## config.mk

```make
export PLATFORM = sky130hd
export DESIGN_NAME = psm_manager
export DESIGN_NICKNAME = d
export VERILOG_FILES = /design/src/hdl/psm_pkg.sv /design/src/hdl/psm_manager.sv /design/src/hdl/psm_timer.sv
export SDC_FILE = /design/constraint.sdc
export NUM_CORES = 1
export LEC_CHECK = 0
export ABC_CLOCK_PERIOD_IN_PS = 3700
export CAP_MARGIN = 15
export CELL_PAD_IN_SITES_DETAIL_PLACEMENT = 1
export CELL_PAD_IN_SITES_GLOBAL_PLACEMENT = 1
export CORE_MARGIN = 1.5
export CORE_UTILIZATION = 47
export CTS_CLUSTER_SIZE = 10
export DETAILED_ROUTE_END_ITERATION = 8
export DONT_BUFFER_PORTS = 1
export PLACE_DENSITY_LB_ADDON = 0.05
export SYNTH_ARGS = -nofsm -noshare
export SYNTH_HDL_FRONTEND = slang
export SYNTH_SLANG_ARGS = --single-unit
```

## constraint.sdc

```tcl
create_clock -name REF_CLK -period 3.7 [get_ports REF_CLK]
set_clock_uncertainty 0.1 [all_clocks]
set_input_delay 0.74 -clock REF_CLK [delete_from_list [all_inputs] [get_ports REF_CLK]]
set_output_delay 0.74 -clock REF_CLK [all_outputs]
set_load 0.03 [all_outputs]
```

## src/hdl/psm_pkg.sv

```systemverilog
// Purpose: Shared types, encodings and latencies of the power state manager
// Assumes: One 100 MHz clock, synchronous active-high reset
// Notes: Latency figures are in ns; cycle counts are derived from them
package psm_pkg;

  // System sleep states; the hot flavour of memory suspend has no code
  typedef enum logic [2:0] {
    SL_S0 = 3'h0,
    SL_S3 = 3'h1,
    SL_S4 = 3'h2,
    SL_S5 = 3'h3,
    SL_G3 = 3'h4
  } psm_sleep_t;

  // Package idle states, numerically ordered by depth
  typedef enum logic [2:0] {
    CS_C0 = 3'h0,
    CS_C1 = 3'h1,
    CS_C1E = 3'h2,
    CS_C3 = 3'h3,
    CS_C6 = 3'h4,
    CS_C7 = 3'h5
  } psm_cst_t;

  // Memory controller power states
  typedef enum logic [1:0] {
    MS_ACTIVE = 2'h0,
    MS_PPD = 2'h1,
    MS_APD = 2'h2,
    MS_SREF = 2'h3
  } psm_mem_t;

  // Memory power requests from the scheduler
  typedef enum logic [1:0] {
    MR_ACTIVE = 2'h0,
    MR_PDOWN = 2'h1,
    MR_SREF = 2'h2
  } psm_mreq_t;

  // Link states for the expansion link and the chipset_link
  typedef enum logic [1:0] {
    LS_L0 = 2'h0,
    LS_L0S = 2'h1,
    LS_L1 = 2'h2,
    LS_L3 = 2'h3
  } psm_link_t;

  localparam int CNT_W = 8;
  localparam int FREQ_W = 4;
  typedef logic [CNT_W-1:0] psm_cnt_t;
  typedef logic [FREQ_W-1:0] psm_freq_t;

  localparam psm_cnt_t CNT_ZERO = 8'h00;
  localparam psm_cnt_t CNT_ONE = 8'h01;
  localparam psm_freq_t FREQ_MIN = 4'h0;
  localparam psm_freq_t FREQ_RST = 4'h0;

  // Clock period and entry/exit latencies, deeper costs more
  localparam int CLK_NS = 10;
  localparam int C1_LAT_NS = 20;
  localparam int C3_LAT_NS = 100;
  localparam int C6_LAT_NS = 400;
  localparam int C7_LAT_NS = 1000;
  localparam int L0S_LAT_NS = 20;
  localparam int L1_LAT_NS = 200;
  localparam int L3_LAT_NS = 2000;
  localparam psm_cnt_t C1_CYC = psm_cnt_t'((C1_LAT_NS+CLK_NS-1)/CLK_NS);
  localparam psm_cnt_t C3_CYC = psm_cnt_t'((C3_LAT_NS+CLK_NS-1)/CLK_NS);
  localparam psm_cnt_t C6_CYC = psm_cnt_t'((C6_LAT_NS+CLK_NS-1)/CLK_NS);
  localparam psm_cnt_t C7_CYC = psm_cnt_t'((C7_LAT_NS+CLK_NS-1)/CLK_NS);
  localparam psm_cnt_t L0S_CYC = psm_cnt_t'((L0S_LAT_NS+CLK_NS-1)/CLK_NS);
  localparam psm_cnt_t L1_CYC = psm_cnt_t'((L1_LAT_NS+CLK_NS-1)/CLK_NS);
  localparam psm_cnt_t L3_CYC = psm_cnt_t'((L3_LAT_NS+CLK_NS-1)/CLK_NS);

  // Entry/exit latency of an idle state
  function automatic psm_cnt_t c_lat(psm_cst_t c);
    case (c)
      CS_C1, CS_C1E: return C1_CYC;
      CS_C3: return C3_CYC;
      CS_C6: return C6_CYC;
      CS_C7: return C7_CYC;
      default: return CNT_ONE;
    endcase
  endfunction

  // Link transition cost is the latency of the deeper end
  function automatic psm_cnt_t l_lat(psm_link_t a, psm_link_t b);
    psm_link_t deep;
    deep = (a > b) ? a : b;
    case (deep)
      LS_L0S: return L0S_CYC;
      LS_L1: return L1_CYC;
      LS_L3: return L3_CYC;
      default: return CNT_ONE;
    endcase
  endfunction

endpackage

```

## src/hdl/psm_manager.sv

```systemverilog
// Purpose: Tracks sleep, idle, memory, link and graphics power states
// Assumes: IDLE_REQ is the request already resolved over all cores
// Notes: Handshakes with cache and context logic are level based
`timescale 1ns/1ps
module psm_manager
  (
    input wire logic REF_CLK, // System clock
    input wire logic RST, // Synchronous reset
    input wire psm_pkg::psm_sleep_t SLEEP_REQ, // Requested sleep state
    input wire logic SLEEP_REQ_VLD, // Sleep request strobe
    input wire psm_pkg::psm_cst_t IDLE_REQ, // Resolved idle request
    input wire psm_pkg::psm_freq_t WORKLOAD, // Operating point wanted
    input wire logic CACHE_WB_DONE, // Core caches written back
    input wire logic CTX_SAVE_DONE, // Architectural state saved
    input wire logic LLC_EMPTY, // Shared cache has no valid lines
    input wire psm_pkg::psm_mreq_t MEM_REQ, // Memory power request
    input wire logic BANK_OPEN, // At least one DRAM bank open
    input wire psm_pkg::psm_link_t PEG_LREQ, // Expansion link request
    input wire psm_pkg::psm_link_t CHL_LREQ, // Chipset link request
    input wire logic GFX_D3, // Graphics adapter in D3
    output logic EXEC_EN, // Cores may execute
    output psm_pkg::psm_freq_t FREQ_SEL, // Operating point
    output logic CACHE_WB_REQ, // Write back core caches
    output logic CORE_CLK_EN, // Core clock enable
    output logic CTX_SAVE_REQ, // Save architectural state
    output logic CORE_PWR_EN, // Core supply enable
    output logic LLC_FLUSH_REQ, // Flush shared cache ways
    output logic LLC_PWR_EN, // Shared cache supply enable
    output logic DRAM_CKE, // DRAM clock enable
    output logic DRAM_SREF, // DRAM in self-refresh
    output logic DEV_PWR_EN, // Device supply enable
    output logic DISP_EN, // Display output enable
    output logic GFX_PWR_EN, // Graphics core supply enable
    output psm_pkg::psm_sleep_t SLEEP_STATE, // Current sleep state
    output psm_pkg::psm_cst_t PKG_CSTATE, // Current package state
    output psm_pkg::psm_mem_t MEM_STATE, // Current memory state
    output psm_pkg::psm_link_t PEG_LSTATE, // Expansion link state
    output psm_pkg::psm_link_t CHL_LSTATE // Chipset link state
  );
  import psm_pkg::*;

  typedef enum logic [2:0] {
    IS_RUN = 3'h0,
    IS_FLUSH = 3'h1,
    IS_SAVE = 3'h2,
    IS_LLCFL = 3'h3,
    IS_SETTLE = 3'h4,
    IS_IDLE = 3'h5,
    IS_WAKE = 3'h6
  } psm_ist_t;

  typedef struct packed {
    psm_ist_t ist;
    psm_cst_t pkg;
    psm_cst_t tgt;
    psm_sleep_t sleep;
    psm_mem_t mem;
    psm_link_t peg;
    psm_link_t peg_tgt;
    psm_link_t chl;
    psm_link_t chl_tgt;
    psm_freq_t freq;
    logic exec;
    logic wb_req;
    logic clk_en;
    logic save_req;
    logic saved;
    logic pwr_en;
    logic llc_fl;
    logic llc_pwr;
    logic cke;
    logic sref;
    logic dev_pwr;
    logic disp;
    logic gfx_pwr;
  } psm_st_t;

  localparam psm_st_t ST_RST = '{ist: IS_RUN, pkg: CS_C0, tgt: CS_C0,
    sleep: SL_S0, mem: MS_ACTIVE, peg: LS_L0, peg_tgt: LS_L0,
    chl: LS_L0, chl_tgt: LS_L0, freq: FREQ_RST, exec: 1'b1,
    wb_req: 1'b0, clk_en: 1'b1, save_req: 1'b0, saved: 1'b0,
    pwr_en: 1'b1, llc_fl: 1'b0, llc_pwr: 1'b1, cke: 1'b1, sref: 1'b0,
    dev_pwr: 1'b1, disp: 1'b1, gfx_pwr: 1'b1};

  psm_st_t st_q;
  psm_st_t st_d;
  logic i_load;
  logic i_done;
  logic p_load;
  logic p_busy;
  logic p_done;
  logic c_load;
  logic c_busy;
  logic c_done;
  psm_cnt_t i_val;
  psm_link_t peg_want;
  psm_link_t chl_want;

  // One timer each for idle sequencing and for the two links
  psm_timer u_itmr (.clk(REF_CLK), .rst(RST), .load(i_load),
    .load_val(i_val), .busy(), .done(i_done));
  psm_timer u_ptmr (.clk(REF_CLK), .rst(RST), .load(p_load),
    .load_val(l_lat(st_q.peg, peg_want)), .busy(p_busy), .done(p_done));
  psm_timer u_ctmr (.clk(REF_CLK), .rst(RST), .load(c_load),
    .load_val(l_lat(st_q.chl, chl_want)), .busy(c_busy), .done(c_done));

  // Next-state logic for every tracked domain
  always_comb
  begin
    st_d = st_q;
    i_load = 1'b0;
    i_val = CNT_ONE;
    if (SLEEP_REQ_VLD && st_q.sleep != SL_G3)
      st_d.sleep = SLEEP_REQ;
    // Idle sequencer; a step waits for its handshake, never times out
    case (st_q.ist)
      IS_RUN:
      begin
        st_d.freq = WORKLOAD;
        // Cores resume here after a sleep returns to full-on
        st_d.exec = 1'b1;
        if (IDLE_REQ != CS_C0 && st_q.sleep == SL_S0)
        begin
          st_d.tgt = IDLE_REQ;
          st_d.exec = 1'b0;
          if (IDLE_REQ == CS_C1 || IDLE_REQ == CS_C1E)
          begin
            st_d.ist = IS_SETTLE;
            i_load = 1'b1;
            i_val = c_lat(IDLE_REQ);
          end
          else
          begin
            st_d.ist = IS_FLUSH;
            st_d.wb_req = 1'b1;
          end
        end
      end
      IS_FLUSH:
        if (CACHE_WB_DONE)
        begin
          st_d.wb_req = 1'b0;
          st_d.clk_en = 1'b0;
          if (st_q.tgt == CS_C3)
          begin
            st_d.ist = IS_SETTLE;
            i_load = 1'b1;
            i_val = c_lat(st_q.tgt);
          end
          else
          begin
            st_d.ist = IS_SAVE;
            st_d.save_req = 1'b1;
          end
        end
      IS_SAVE:
        if (CTX_SAVE_DONE)
        begin
          st_d.save_req = 1'b0;
          st_d.saved = 1'b1;
          st_d.pwr_en = 1'b0;
          if (st_q.tgt == CS_C7)
            st_d.ist = IS_LLCFL;
          else
          begin
            st_d.ist = IS_SETTLE;
            i_load = 1'b1;
            i_val = c_lat(st_q.tgt);
          end
        end
      IS_LLCFL:
      begin
        st_d.llc_fl = !LLC_EMPTY;
        if (LLC_EMPTY)
        begin
          st_d.llc_pwr = 1'b0;
          st_d.ist = IS_SETTLE;
          i_load = 1'b1;
          i_val = c_lat(st_q.tgt);
        end
      end
      IS_SETTLE:
        if (i_done)
        begin
          st_d.pkg = st_q.tgt;
          st_d.ist = IS_IDLE;
          if (st_q.tgt == CS_C1E)
            st_d.freq = FREQ_MIN;
        end
      IS_IDLE:
        if (IDLE_REQ == CS_C0 && st_q.sleep == SL_S0)
        begin
          st_d.ist = IS_WAKE;
          st_d.pwr_en = 1'b1;
          st_d.llc_pwr = 1'b1;
          i_load = 1'b1;
          i_val = c_lat(st_q.pkg);
        end
      IS_WAKE:
        // Clocks return only after supply has settled
        if (i_done)
        begin
          st_d.clk_en = 1'b1;
          st_d.saved = 1'b0;
          st_d.exec = 1'b1;
          st_d.pkg = CS_C0;
          st_d.ist = IS_RUN;
        end
      default:
        st_d = ST_RST;
    endcase
    if (st_d.sleep != SL_S0)
      st_d.exec = 1'b0;
    // sleep keeps memory contents by self-refresh
    if (st_d.sleep != SL_S0 || MEM_REQ == MR_SREF)
      st_d.mem = MS_SREF;
    else if (MEM_REQ == MR_PDOWN)
      st_d.mem = BANK_OPEN ? MS_APD : MS_PPD;
    else
      st_d.mem = MS_ACTIVE;
    st_d.cke = (st_d.mem == MS_ACTIVE);
    st_d.sref = (st_d.mem == MS_SREF);
    st_d.dev_pwr = (st_d.sleep == SL_S0);
    st_d.disp = !GFX_D3 && st_d.sleep == SL_S0;
    st_d.gfx_pwr = !(GFX_D3 && st_d.sleep != SL_S0);
    // link moves pace through their latency timers
    peg_want = (st_q.sleep != SL_S0) ? LS_L3 : PEG_LREQ;
    chl_want = (st_q.sleep != SL_S0) ? LS_L3 : CHL_LREQ;
    p_load = !p_busy && !p_done && peg_want != st_q.peg;
    c_load = !c_busy && !c_done && chl_want != st_q.chl;
    if (p_load)
      st_d.peg_tgt = peg_want;
    if (p_done)
      st_d.peg = st_q.peg_tgt;
    if (c_load)
      st_d.chl_tgt = chl_want;
    if (c_done)
      st_d.chl = st_q.chl_tgt;
  end

  // State register
  always_ff @(posedge REF_CLK)
  begin
    if (RST)
      st_q <= ST_RST;
    else
      st_q <= st_d;
  end

  assign SLEEP_STATE = st_q.sleep;
  assign PKG_CSTATE = st_q.pkg;
  assign MEM_STATE = st_q.mem;
  assign PEG_LSTATE = st_q.peg;
  assign CHL_LSTATE = st_q.chl;
  assign EXEC_EN = st_q.exec;
  assign FREQ_SEL = st_q.freq;
  assign CACHE_WB_REQ = st_q.wb_req;
  assign CORE_CLK_EN = st_q.clk_en;
  assign CTX_SAVE_REQ = st_q.save_req;
  assign CORE_PWR_EN = st_q.pwr_en;
  assign LLC_FLUSH_REQ = st_q.llc_fl;
  assign LLC_PWR_EN = st_q.llc_pwr;
  assign DRAM_CKE = st_q.cke;
  assign DRAM_SREF = st_q.sref;
  assign DEV_PWR_EN = st_q.dev_pwr;
  assign DISP_EN = st_q.disp;
  assign GFX_PWR_EN = st_q.gfx_pwr;
endmodule

```

## src/hdl/psm_timer.sv

```systemverilog
// Purpose: Down-counter that paces one state transition
// Assumes: Load value of at least one cycle
// Notes: done pulses exactly load_val cycles after the load edge
`timescale 1ns/1ps
module psm_timer
  (
    input wire logic clk, // System clock
    input wire logic rst, // Synchronous reset
    input wire logic load, // Start a new count
    input wire psm_pkg::psm_cnt_t load_val, // Cycles to count
    output logic busy, // Count running
    output logic done // One-cycle end pulse
  );
  import psm_pkg::*;

  typedef struct packed {
    psm_cnt_t cnt;
    logic done;
  } psm_tmr_st_t;

  localparam psm_tmr_st_t TMR_RST = '{cnt: CNT_ZERO, done: 1'b0};

  psm_tmr_st_t st_q;
  psm_tmr_st_t st_d;

  // A load restarts the count even while one is running
  always_comb
  begin
    st_d = st_q;
    st_d.done = 1'b0;
    if (load)
      st_d.cnt = load_val;
    else if (st_q.cnt != CNT_ZERO)
    begin
      st_d.cnt = st_q.cnt - CNT_ONE;
      st_d.done = (st_q.cnt == CNT_ONE);
    end
  end

  // State register
  always_ff @(posedge clk)
  begin
    if (rst)
      st_q <= TMR_RST;
    else
      st_q <= st_d;
  end

  assign busy = (st_q.cnt != CNT_ZERO);
  assign done = st_q.done;

endmodule

```

==> results summary <==
The worst reg2reg path depth came out at 8. The portion of the clock cycle consumed by the worst path in the final layout is 81.8%. The internal power summed over all cells is 0.00185 W. The post-route worst setup slack came out at 0.674 ns. Setup repair after global routing left no endpoint under its margin. The share of final-layout standard cells stronger than drive strength 1 is 6.47%. The critical path in this run is classified as flop to flop. Routability-driven placement finished with a final weighted congestion of 0.791. In this run the post-CTS setup repair buffer count came out at 0. STA classifies the critical path endpoint as a flop. The data arrival at the endpoint of the critical path is 3.21 ns. The number of buffers created by CTS came out at 9.

By area the synthesized netlist is led by dfxtp_1 35%, a21oi_1 6.2%, ha_1 5.1%. The count of inserted antenna diode cells came out at 0. The achievable clock frequency came out at 330 MHz. Detailed routing inserted a total of 3,218 vias. The starting density of the core is 48.2%. The power per standard cell area is 848 mW/mm^2.

The net switching share of the total power is 43.4%. The level count of the clock H-tree came out at 3. Summing every instance area after synthesis gives 0.00370 mm^2. The number of cells in the finished layout apart from fillers came out at 550. Prior to clock tree synthesis, the placed netlist has a worst setup slack of 0.681 ns. The tightest slew margin relative to the limit came out at 42.0%. The worst setup path is launched from a flop. The leakage component of the power is 1.43 nW. The number of DRC markers after the initial detailed-route iteration is 91. The average wire length per cell after detail routing came out at 17.8 um. The average instance in the mapped netlist occupies 7.96 um^2.

The number of sinks driven by the clock tree is 65. The final routed DRC violation total came out at 0. The worst hold path stage count is 1. The clock-pin slew reported for the worst setup and hold paths after clock tree synthesis is 0.07 ns.

The number of instances in the placed design came out at 534. The count of max-cap constraint violations came out at 0. The global routing met1 resource utilization came out at 29.4%.

The remaining global-route overflow is 0. The later pin in the worst-skew pair is clocked with a latency of 0.35 ns. The net count after synthesis came out at 504. The most used standard cell by instance count after synthesis is dfxtp_1. The number of cell rows is 32. The count of boundary I/O pins is 52. Measured along the x axis, the die boundary spans 91.8 um.

The worst hold margin is 0.347 ns. The switching power came out at 0.00142 W. The tree is rooted in a clkbuf_8. The placed wire-length estimate is 7020 um. The fraction of power consumed by combinational cells came out at 42.0%. The number of nets at the end of the flow is 482.

The number of flops mapped to enable cells by yosys is 0. The relative contribution of the clock network to total power is 19.9%. The met2 usage came out at 41.3%. met2 is the most crowded layer. The worst path needs 3.03 ns of the cycle, external delays included. Ranked by instance count, the synthesized netlist is headed by 65 x dfxtp_1, 46 x a21oi_1, 42 x nor2_1. The number of hold-repair buffers added at the cts stage is 0. The global-route wire length before repair came out at 16,300 um. The routed design has 9810 um of wire. The number of different library cells in the post-synthesis netlist came out at 58. The total count of max-transition violations in the final report came out at 0. During synthesis, Yosys emitted a total of 0 warnings. The largest fanout on the critical path came out at 9. In the synthesized netlist the async set-or-reset flop fraction comes to 0%. The tightest min-delay check is of the input port to flop type. The worst-margin pin slew is 0.864 ns. Measured along the y axis, the die boundary spans 91.8 um. The number of resized instances in the post-cts repair step is 0. The total die area came out at 0.00842 mm^2. The global router's overall resource usage came out at 24.4%.

Entering global routing, the biggest net connects 62 pins. The final total negative setup slack came out at 0 ns. The count of input and output buffers came out at 0. The run finished with clean final reports.

The top cell type by area accounts for 35.1% of the synthesized area. The data required time of the worst path came out at 3.89 ns. The floorplan step defined a core boundary enclosing 0.00769 mm^2. The largest total area in the synthesized netlist belongs to dfxtp_1.

For this run, the register share of the synthesized area comes to 35.1%. The ratio of routed vias to standard cells is 5.85. The number of instances in the synthesized netlist is 465. The relative area change from synthesis to final layout is 4.06%. The first detailed-routing pass took 4 iterations.

The number of antenna violations at the first check in global routing came to 0. The worst IR drop on VDD is 382 uV. Among all flip-flop cells after synthesis, the most frequent one is dfxtp_1. The total of flip-flops plus latches after synthesis came out at 65. The number of global-route vias before repair was 3,316. TritonCTS built the clock tree.

In this run, flip-flops and latches consume 38.0% of the power. The post-route antenna net violation count is 0. For met3 alone, demand over resource in global routing was 6.72%.

The final count of hold timing violations came out at 0. In this run the deepest clock path goes through 2 buffers. The total setup violations reported at the end of the flow came out at 0.
==> layer usage <==
layer | up-vias | share of wire, %
met3 | 24 | 4.3
met2 | 58 | 49
met5 | - | 0
met4 | 0 | 2.6
li1 | 1600 | -
met1 | 1536 | 44
==> layout by cell type (no fill, tap or decap), types with 7 or more instances in the layout <==
| master | netlist | final |
|---|---|---|
| inv_1 | 19 | 19 |
| nand3_1 | 19 | 19 |
| or3_1 | 7 | 7 |
| nand3b_1 | 8 | 8 |
| mux2i_1 | 9 | 9 |
| nand2b_1 | 17 | 17 |
| nor3_1 | 25 | 25 |
| a21oi_1 | 46 | 46 |
| o21ai_0 | 21 | 21 |
| ha_1 | 15 | 15 |
| nor2_1 | 42 | 42 |
| clkbuf_8 | 0 | 12 |
| a211oi_1 | 7 | 7 |
| dfxtp_1 | 65 | 65 |
| nand2_1 | 40 | 40 |
==> registers in the layout (all words and copies together), names as in the netlist, 3 cells and up <==
name and count:
FREQ_SEL 4, u_itmr.st_q 8, SLEEP_STATE 3, u_ptmr.st_q 8, u_ctmr.st_q 8, st_q 10
PKG_CSTATE 3
==> path summary, 6_finish.rpt <==
path,startpoint,endpoint,slack (ns)
setup / recovery,SLEEP_STATE[2],u_ctmr.st_q[1],0.67
hold / removal,RST,u_ctmr.st_q[3],0.35
setup reg to reg,SLEEP_STATE[2],u_ctmr.st_q[1],0.67
hold reg to reg,st_q[17],st_q[17],0.36
==> kinds of logic (layout without fill, tap and decap cells) <==
logic type,after synthesis,in the layout,share of synthesized area [%]
adders and majority gates,15,15,5.07
AOI/OAI and AO/OA,115,115,19.4
DFF,65,65,35.1
xor gates and xnor gates,9,9,2.13
muxes,11,11,3.04
and+or+nand+nor,198,198,28.3
buffers and inverters,52,35,6.93
==> metrics by stage <==
step	utilization (%)	total power, W	cell area, um^2
6_report	50.1	0.00327	3850
2_1_floorplan	-	0.00232	3700
5_1_grt	50.1	0.00353	3850
4_1_cts	50.1	0.00329	3850
3_5_place_dp	47.4	0.00261	3640
3_3_place_gp	47.4	0.00256	3640
==> worst max-delay path, stage by stage, from the launching register on <==
cell and delay [ns]:
dfxtp_1 0.48, or3_1 0.59, nor2_1 0.19, ha_1 0.26
nand2b_1 0.18, o21ai_0 0.10, mux2_2 0.40, or4b_1 0.50
a21oi_1 0.16
==> power groups by stage <==
stage | Clock, W | Combinational [W] | Sequential [W]
5_1_grt | 0.000694 | 0.00155 | 0.00128
4_1_cts | 0.000663 | 0.00138 | 0.00124
3_3_place_gp | 0 | 0.00132 | 0.00125
2_1_floorplan | 0 | 0.00124 | 0.00108
3_5_place_dp | 0 | 0.00136 | 0.00125
6_report | 0.000651 | 0.00137 | 0.00124
==> final cells by class <==
| type | instances | area (um^2) |
|---|---|---|
| clock buffers | 14 | 173 |
| clock inverters | 2 | 35.0 |
| fillers | 983 | 3830 |
| inverters | 19 | 71.3 |
| multi-input cells | 348 | 2140 |
| flip-flops and latches | 65 | 1300 |
| well taps | 102 | 128 |
(Power assumes the default switching activity.)
